[config.mk]
export PLATFORM = sky130hd
export DESIGN_NAME = sync_power_event_status
export DESIGN_NICKNAME = d
export VERILOG_FILES = /design/src/hw/sync_power_event_status.v /design/src/hw/event_status_bit.v
export VERILOG_INCLUDE_DIRS = /design/src /design/src/hw
export SDC_FILE = /design/constraint.sdc
export NUM_CORES = 1
export LEC_CHECK = 0
export ABC_CLOCK_PERIOD_IN_PS = 1600
export BUFFER_PORTS_ARGS = -buffer_cell sky130_fd_sc_hd__buf_2
export CAP_MARGIN = 10
export CORE_MARGIN = 1
export CORE_UTILIZATION = 45
export DETAILED_ROUTE_END_ITERATION = 10
export PLACE_DENSITY = 0.81
export SYNTH_ARGS = -nofsm -noshare
export SYNTH_HDL_FRONTEND = slang
export SYNTH_SLANG_ARGS = --single-unit
export TNS_END_PERCENT = 5
[constraint.sdc]
create_clock -name ref_clk -period 1.6 [get_ports ref_clk]
set_clock_uncertainty 0.15 [all_clocks]
set_input_delay 0.24 -clock ref_clk [delete_from_list [all_inputs] [get_ports ref_clk]]
set_output_delay 0.24 -clock ref_clk [all_outputs]
set_load 0.01 [all_outputs]
[src/hw/sync_power_event_map.vh]
// Register offsets, bit positions and reset values for the event status block.
`ifndef SYNC_POWER_EVENT_MAP_VH
`define SYNC_POWER_EVENT_MAP_VH
`define CONV1_EVENT_STATUS_ADDR   8'h26
`define CONV0_ALIGN_STATUS_ADDR   8'h25
`define BIT_CONV0_ALIGN_LOCKED    3
`define BIT_CONV0_ALIGN_ROTATED   2
`define BIT_CONV0_PHASE_WINDOW    1
`define BIT_CONV0_ALIGN_TRIPPED   0
`define BIT_CONV1_POWER_OVER      7
`define BIT_CONV1_BLANKING_DONE   5
`define CONV0_ALIGN_USED_MASK     8'h0f
`define CONV1_EVENT_USED_MASK     8'ha0
`define STATUS_RESET_VALUE        8'h00
`endif

[src/hw/sync_power_event_status.v]
// Event status registers for converter alignment and converter-1 power events.
// How it works
// - With latch mode low, reading a bit returns the live condition, unstored.
// - With latch mode high, a rising edge sets the bit and pulls interrupt low.
// - Writing one to a latched bit clears it; writing zero leaves it.
// - Converter-0 alignment status bit 3 reports alignment locked.
// - Converter-0 alignment status bit 2 reports alignment rotated.
// - Converter-0 alignment status bit 1 reports phase outside window.
// - Converter-0 alignment status bit 0 reports alignment tripped.
// - Status 0x026 bit 7 reports converter-1 power over threshold, own latch mode.
// - Status 0x026 bit 5 reports converter-1 blanking complete.
`timescale 1ns/100ps
`include "sync_power_event_map.vh"
module sync_power_event_status
(
   // Clock and reset.
   input  wire       ref_clk,
   input  wire       rst,
   // Register access from the serial control port.
   input  wire [7:0] regAddr,
   input  wire       regWrite,
   input  wire [7:0] regWdata,
   input  wire       regRead,
   output reg  [7:0] regRdata_q,
   // Event conditions.
   input  wire       conv0_align_locked,
   input  wire       conv0_align_rotated,
   input  wire       conv0_phase_out_of_window,
   input  wire       conv0_align_tripped,
   input  wire       conv1_power_over_threshold,
   input  wire       conv1_blanking_complete,
   // Latch-mode controls.
   input  wire       latch_mode_conv0_locked,
   input  wire       latch_mode_conv0_rotated,
   input  wire       latch_mode_conv0_window,
   input  wire       latch_mode_conv0_tripped,
   input  wire       latch_mode_conv1_power,
   input  wire       latch_mode_conv1_blanking,
   // Interrupt, active low.
   output reg        irqN_q
);

   wire [5:0] cond;
   wire [5:0] mode;
   wire [5:0] clr;
   wire [5:0] stat;
   wire [5:0] held;
   wire       wrConv0;
   wire       wrConv1;
   wire [7:0] conv0Word;
   wire [7:0] conv1Word;
   reg  [7:0] rdata_d;

   assign cond = {conv1_blanking_complete, conv1_power_over_threshold,
                  conv0_align_locked, conv0_align_rotated,
                  conv0_phase_out_of_window, conv0_align_tripped};
   assign mode = {latch_mode_conv1_blanking, latch_mode_conv1_power,
                  latch_mode_conv0_locked, latch_mode_conv0_rotated,
                  latch_mode_conv0_window, latch_mode_conv0_tripped};

   // A write strobe aimed at one status register.
   function writeHits;
      input       strobe;
      input [7:0] addr;
      input [7:0] target;
      begin
         writeHits = strobe && (addr == target);
      end
   endfunction

   assign wrConv0 = writeHits(regWrite, regAddr, `CONV0_ALIGN_STATUS_ADDR);
   assign wrConv1 = writeHits(regWrite, regAddr, `CONV1_EVENT_STATUS_ADDR);

   // Only written ones clear; reserved positions have no strobe at all.
   assign clr = {wrConv1 & regWdata[`BIT_CONV1_BLANKING_DONE],
                 wrConv1 & regWdata[`BIT_CONV1_POWER_OVER],
                 wrConv0 & regWdata[`BIT_CONV0_ALIGN_LOCKED],
                 wrConv0 & regWdata[`BIT_CONV0_ALIGN_ROTATED],
                 wrConv0 & regWdata[`BIT_CONV0_PHASE_WINDOW],
                 wrConv0 & regWdata[`BIT_CONV0_ALIGN_TRIPPED]};

   genvar i;
   generate
      for (i = 0; i < 6; i = i + 1)
      begin : gBit
         event_status_bit uBit
         (
            .ref_clk     (ref_clk),
            .rst         (rst),
            .condition   (cond[i]),
            .latchMode   (mode[i]),
            .clearStrobe (clr[i]),
            .statusBit   (stat[i]),
            .latched     (held[i])
         );
      end
   endgenerate

   assign conv0Word = {4'h0, stat[3:0]} & `CONV0_ALIGN_USED_MASK;
   // Slot 4 carries the power event and slot 5 the blanking event.
   assign conv1Word = {stat[4], 1'b0, stat[5], 5'h00};

   always @*
   begin
      case (regAddr)
         `CONV0_ALIGN_STATUS_ADDR: rdata_d = conv0Word;
         `CONV1_EVENT_STATUS_ADDR: rdata_d = {conv1Word[7], 1'b0, conv1Word[5], 5'h00};
         default:                  rdata_d = 8'h00;
      endcase
   end

   // The mirrored level is sampled once into read data; no status copy is kept.
   always @(posedge ref_clk or posedge rst)
   begin
      if (rst)
      begin
         regRdata_q <= `STATUS_RESET_VALUE;
         irqN_q     <= 1'b1;
      end
      else
      begin
         if (regRead)
            regRdata_q <= rdata_d;
         irqN_q <= ~(|held);
      end
   end

endmodule

[src/hw/event_status_bit.v]
// One status bit that either mirrors its condition or latches its rising edge.
`timescale 1ns/100ps
module event_status_bit
(
   // Clock and reset.
   input  wire ref_clk,
   input  wire rst,
   // Condition and mode.
   input  wire condition,
   input  wire latchMode,
   // Write-one-to-clear strobe.
   input  wire clearStrobe,
   // Result.
   output reg  statusBit,
   output reg  latched
);

   reg conditionPrev_q;
   reg sticky_q;
   wire riseEdge;

   assign riseEdge = condition & ~conditionPrev_q;

   always @(posedge ref_clk or posedge rst)
   begin
      if (rst)
      begin
         conditionPrev_q <= 1'b0;
         sticky_q        <= 1'b0;
      end
      else
      begin
         conditionPrev_q <= condition;
         // A new edge in the clearing cycle wins so the event is not lost.
         if (latchMode && riseEdge)
            sticky_q <= 1'b1;
         else if (clearStrobe || !latchMode)
            sticky_q <= 1'b0;
      end
   end

   always @*
   begin
      latched   = sticky_q;
      statusBit = latchMode ? sticky_q : condition;
   end

endmodule

Word-level counts from Yosys, hierarchy flattened
Cells that the tools add are included.
W data, S select, Z words.

operators by class
  mux-type cells = 19
  reduce and logical (&&, ||, !) cells = 27
  equality and inequality tests = 2
  bitwise gates (word level) = 19

operators by type and width
  operator              count
  $mux W1               18
  $eq A8 B6 Y1 const B  2
  $pmux W8 S2           1
  $and A1 B1 Y1         12
  $reduce_bool A2 Y1    6
  $logic_and A1 B1 Y1   8
  $not A1 Y1            7
  $logic_not A1 Y1      6
  $logic_or A1 B1 Y1    6
  $reduce_or A6 Y1      1

storage, ports and cells
  output and inout bits = 9
  flip-flop bits (word level) = 21
  logic and storage cells = 81

Logic depth before layout (Yosys ltp)
  depth in word-level cells = 6
  gate-level depth with buffers = 3

By module
A second synthesis with hierarchy kept.

unflattened totals
  cells, all modules = 92
  area, all modules = 994.7 sq um

by module, submodules not included
  module                   area an instance (sq um)  instances  cells an instance
  event_status_bit         92.6                      6          7
  sync_power_event_status  439.2                     1          50

Least setup slack after synthesis
No wires, ideal clock.

  kind = register -> register
  start = reg gBit[2].uBit.sticky_q
  end = reg irqN_q
  stages on the path, launching flop included = 3
  setup slack = 0.390 ns
  arrival = 0.984 ns
  path buffers = 0
  data required time = 1.375 ns
  cells stage by stage = dfrtp_1 or4_4 nor3_2

on the way
  cells in the longest elaborated chain, start to end = 2

ends and longest elaborated chain
  what                    line                           text
  start, declared         event_status_bit.v:19          reg sticky_q;
  start signal, assigned  event_status_bit.v:29          sticky_q <= 1'b0;
  start signal, assigned  event_status_bit.v:36          sticky_q <= 1'b1;
  start signal, assigned  event_status_bit.v:38          sticky_q <= 1'b0;
  $reduce_or A6 Y1        sync_power_event_status.v:124  irqN_q <= ~(|held);
  $not A1 Y1              sync_power_event_status.v:124
  end signal, assigned    sync_power_event_status.v:124
  end, declared           sync_power_event_status.v:40   output reg irqN_q

No other way between the ends.
A chain may end at the register's enable or synchronous reset.

Final worst setup path
  start = reg irqN_q
  end = out irqN_q

No word-level cell between the ends.

==> results.md <==
* Status: complete, no violations
* Initial antenna violation count at 0
* Total gr overflow at 0
* Final HPWL DP at approximately 1.4 mm
* Tcrit/Tclk final at 0.828
* Crit-path cells: buf_2
* Maxcap violations at 0
* Slowest CP cell: dfstp_2
* Site row count at 15
* Top area cells in the synthesized netlist: dfrtp_1, mux2_2, nand2_1, o22ai_1, a2bb2oi_1
* Synth Cell Area at 881 sq um
* Fillcell total at 152
* Mapped Avg Cell Area at around 11 sq um
* Vias per cell at 4.96
* Clk_lat worst skew at 0.29 ns
* P_int at ~680 uW
* Area grow syn2layout at 34.2%
* Final min period at between 1 and 1.5 ns
* Area of the die at roughly 0.0021 sq mm
* Count leader, synth: dfrtp_1
* Core area at 0.00178 sq mm
* Maximum clock insertion buffer count at 2
* First-pass GRT wire length at around 2.8 mm
* Synth warnings at 0
* Lkg Pwr at a little under 0.6 nW
* CP delay by family, top: flip-flops
* Total design power at 891 uW
* Post-synth top flop: dfrtp_1
* Layout cell share with drive strength beyond 1 at 0.402
* Starting density of the core at 0.494
* Synth cell types at 22
* RD Place Congestion at ~0.75
* Power Density at around 750 mW/mm^2
* Worst setup EP type: primary output
* Resized cells post-CTS at 0
* Worst IR Drop VDD at 547 uV
* Crit path DAT at around 0.94 ns
* N_diodes at 0
* Crit path largest cell delay at around 0.53 ns
* Routed WL at roughly 1.8 mm
* Routed Antenna Nets at 0
* Nets at 160
* Sum of negative setup slack at 0 ns
* Commonest cells post-synth: dfrtp_1, nand2_1, inv_1
* WP buf/inv at 1
* Port-buffer cells at 36
* Max-slew violations at 0
* GRT Total Usage at 0.193
* FF+latch count, synth at 19
* Fmax at around 750 MHz
* CTS Buf Count at 3
* Final-report setup violation count at 0
* WS Path Type: register to primary output
* Async set-reset flop share out of synthesis at 1.00
* Detailed-route DRC error count at 0
* Drt first pass iters at 4
* Fin. Hold Viols at 0
* RSZ-0062 raised after global routing: false
* Sw Pwr at 215 uW
* Sw Ratio at 0.242
* Vias at 754
* H-Tree Depth at 1
* Mean routed wirelength per cell at ~12 um
* Post-Syn Instances at between 80 and 90
* Sequential share of power at 0.580
* CTS root buffer: clkbuf_4
* # hold bufs at CTS at 7
* Placed cell count at around 140
* Die H at 46.2 um
* Finished Layout Cells at ~150
* Initial DRC Count at 7
* Comb pwr share at 0.159
* Post-synth EDFFs at 0
* Area fraction of the dominant cell type after synthesis at 0.511
* Worst setup SP type: register
* Post-CTS Setup Repair Bufs at 0
* Clk network pwr share at 0.260
* Die Wd at ~46 um
* Clock Sinks at 19
* Vias in the first global route at 691
* Clk pin slew, worst setup/hold paths at about 0.1 ns
* Hold Path Class: input port to register
* Largest net degree at the start of global routing at 20
* Sequential-to-total area share from yosys stat at 0.541
* Area leader, netlist: dfrtp_1
* Worst path required time at 1.21 ns
* CTS tree: yes
* IO Pins at 41
* CP Max Fanout at 1
==> final timing paths <==
path	from	end	slack, ns	depth (start not counted)
min in group asynchronous	rst	gBit[5].uBit.conditionPrev_q$_DFF_PP0_	0.35	4
setup reg to reg	gBit[2].uBit.latched$_DFFE_PP0P_	irqN_q$_DFF_PP1_	0.31	2
setup / recovery	irqN_q$_DFF_PP1_	irqN_q	0.27	1
hold reg to reg	gBit[0].uBit.latched$_DFFE_PP0P_	irqN_q$_DFF_PP1_	0.29	1
hold / removal	latch_mode_conv1_blanking	gBit[5].uBit.latched$_DFFE_PP0P_	0.05	3
max in group asynchronous	rst	irqN_q$_DFF_PP1_	0.70	4
==> routing by layer <==
metal,part of all wire,routed length (um),vias to the layer above,track usage
met5,0,0,-,0
li1,-,-,374,-
met1,0.45,838,350,0.223
met3,0.043,79,2,0.0353
met2,0.49,908,28,0.344
met4,0.010,19,0,0.0882
==> logic make-up (layout without fill, tap and decap cells) <==
logic type / after synthesis / in the layout / synth area share
DFF: 19 / 19 / 0.541
buffers and inverters: 10 / 55 / 0.0511
AOI/OAI and AO/OA: 14 / 14 / 0.105
and+or+nand+nor: 31 / 31 / 0.222
other: 1 / 2 / 0.00426
muxes: 6 / 6 / 0.0767
==> registers in the layout, indices dropped and copies added (netlist names) <==
register	flops
regRdata_q	6
gBit.uBit.conditionPrev_q	6
gBit.uBit.latched	6
irqN_q	1
==> placed cells by master, fill, tap and decap left out <==
cell | netlist | final
inv_1 | 7 | 7
and4bb_1 | 1 | 1
nor3_2 | 1 | 1
o22ai_1 | 6 | 6
dlygate4sd3_1 | 0 | 7
dfrtp_1 | 18 | 18
nor2b_1 | 2 | 2
nor2_1 | 3 | 3
clkinv_2 | 0 | 1
nand4b_1 | 1 | 1
clkbuf_4 | 0 | 3
dfstp_2 | 1 | 1
buf_4 | 2 | 1
nand4b_4 | 1 | 1
nand3_1 | 4 | 4
nand3b_1 | 4 | 4
a2bb2oi_1 | 4 | 4
buf_2 | 0 | 36
and4b_1 | 1 | 1
conb_1 | 1 | 2
mux2_2 | 6 | 6
or4_4 | 1 | 1
nand2_1 | 12 | 12
o21ai_0 | 2 | 2
a21oi_1 | 2 | 2
==> power groups by stage <==
| stage | Combinational [mW] | Clock [mW] | Sequential (mW) |
|---|---|---|---|
| 2_1_floorplan | 0.0708 | 0 | 0.524 |
| 3_3_place_gp | 0.124 | 0 | 0.525 |
| 3_5_place_dp | 0.130 | 0 | 0.527 |
| 4_1_cts | 0.144 | 0.244 | 0.517 |
| 5_1_grt | 0.158 | 0.259 | 0.519 |
| 6_report | 0.142 | 0.232 | 0.517 |
==> area by class of cell <==
| class | instances | area, sq um | area share |
|---|---|---|---|
| Sequential cell | 19 | 477 | 0.403 |
| Multi-Input combinational cell | 53 | 363 | 0.307 |
| Timing Repair Buffer | 44 | 258 | 0.218 |
| Tap cell | 25 | 31.3 | 0.0265 |
| Inverter | 7 | 26.3 | 0.0222 |
| Clock buffer | 3 | 22.5 | 0.0190 |
| Clock inverter | 1 | 5.00 | 0.00423 |
==> stage by stage <==
| stage | utilization | area (sq um) | setup WS, ns | hold WS [ns] |
|---|---|---|---|---|
| 2_1_floorplan | - | 885 | 0.390 | 0.0404 |
| 3_3_place_gp | 0.608 | 1080 | 0.295 | 0.118 |
| 3_5_place_dp | 0.608 | 1080 | 0.261 | 0.116 |
| 4_1_cts | 0.663 | 1180 | 0.264 | 0.0477 |
| 5_1_grt | 0.663 | 1180 | 0.240 | 0.0461 |
| 6_report | 0.663 | 1180 | 0.275 | 0.0501 |
No activity file was read; power rests on OpenSTA's default activity.
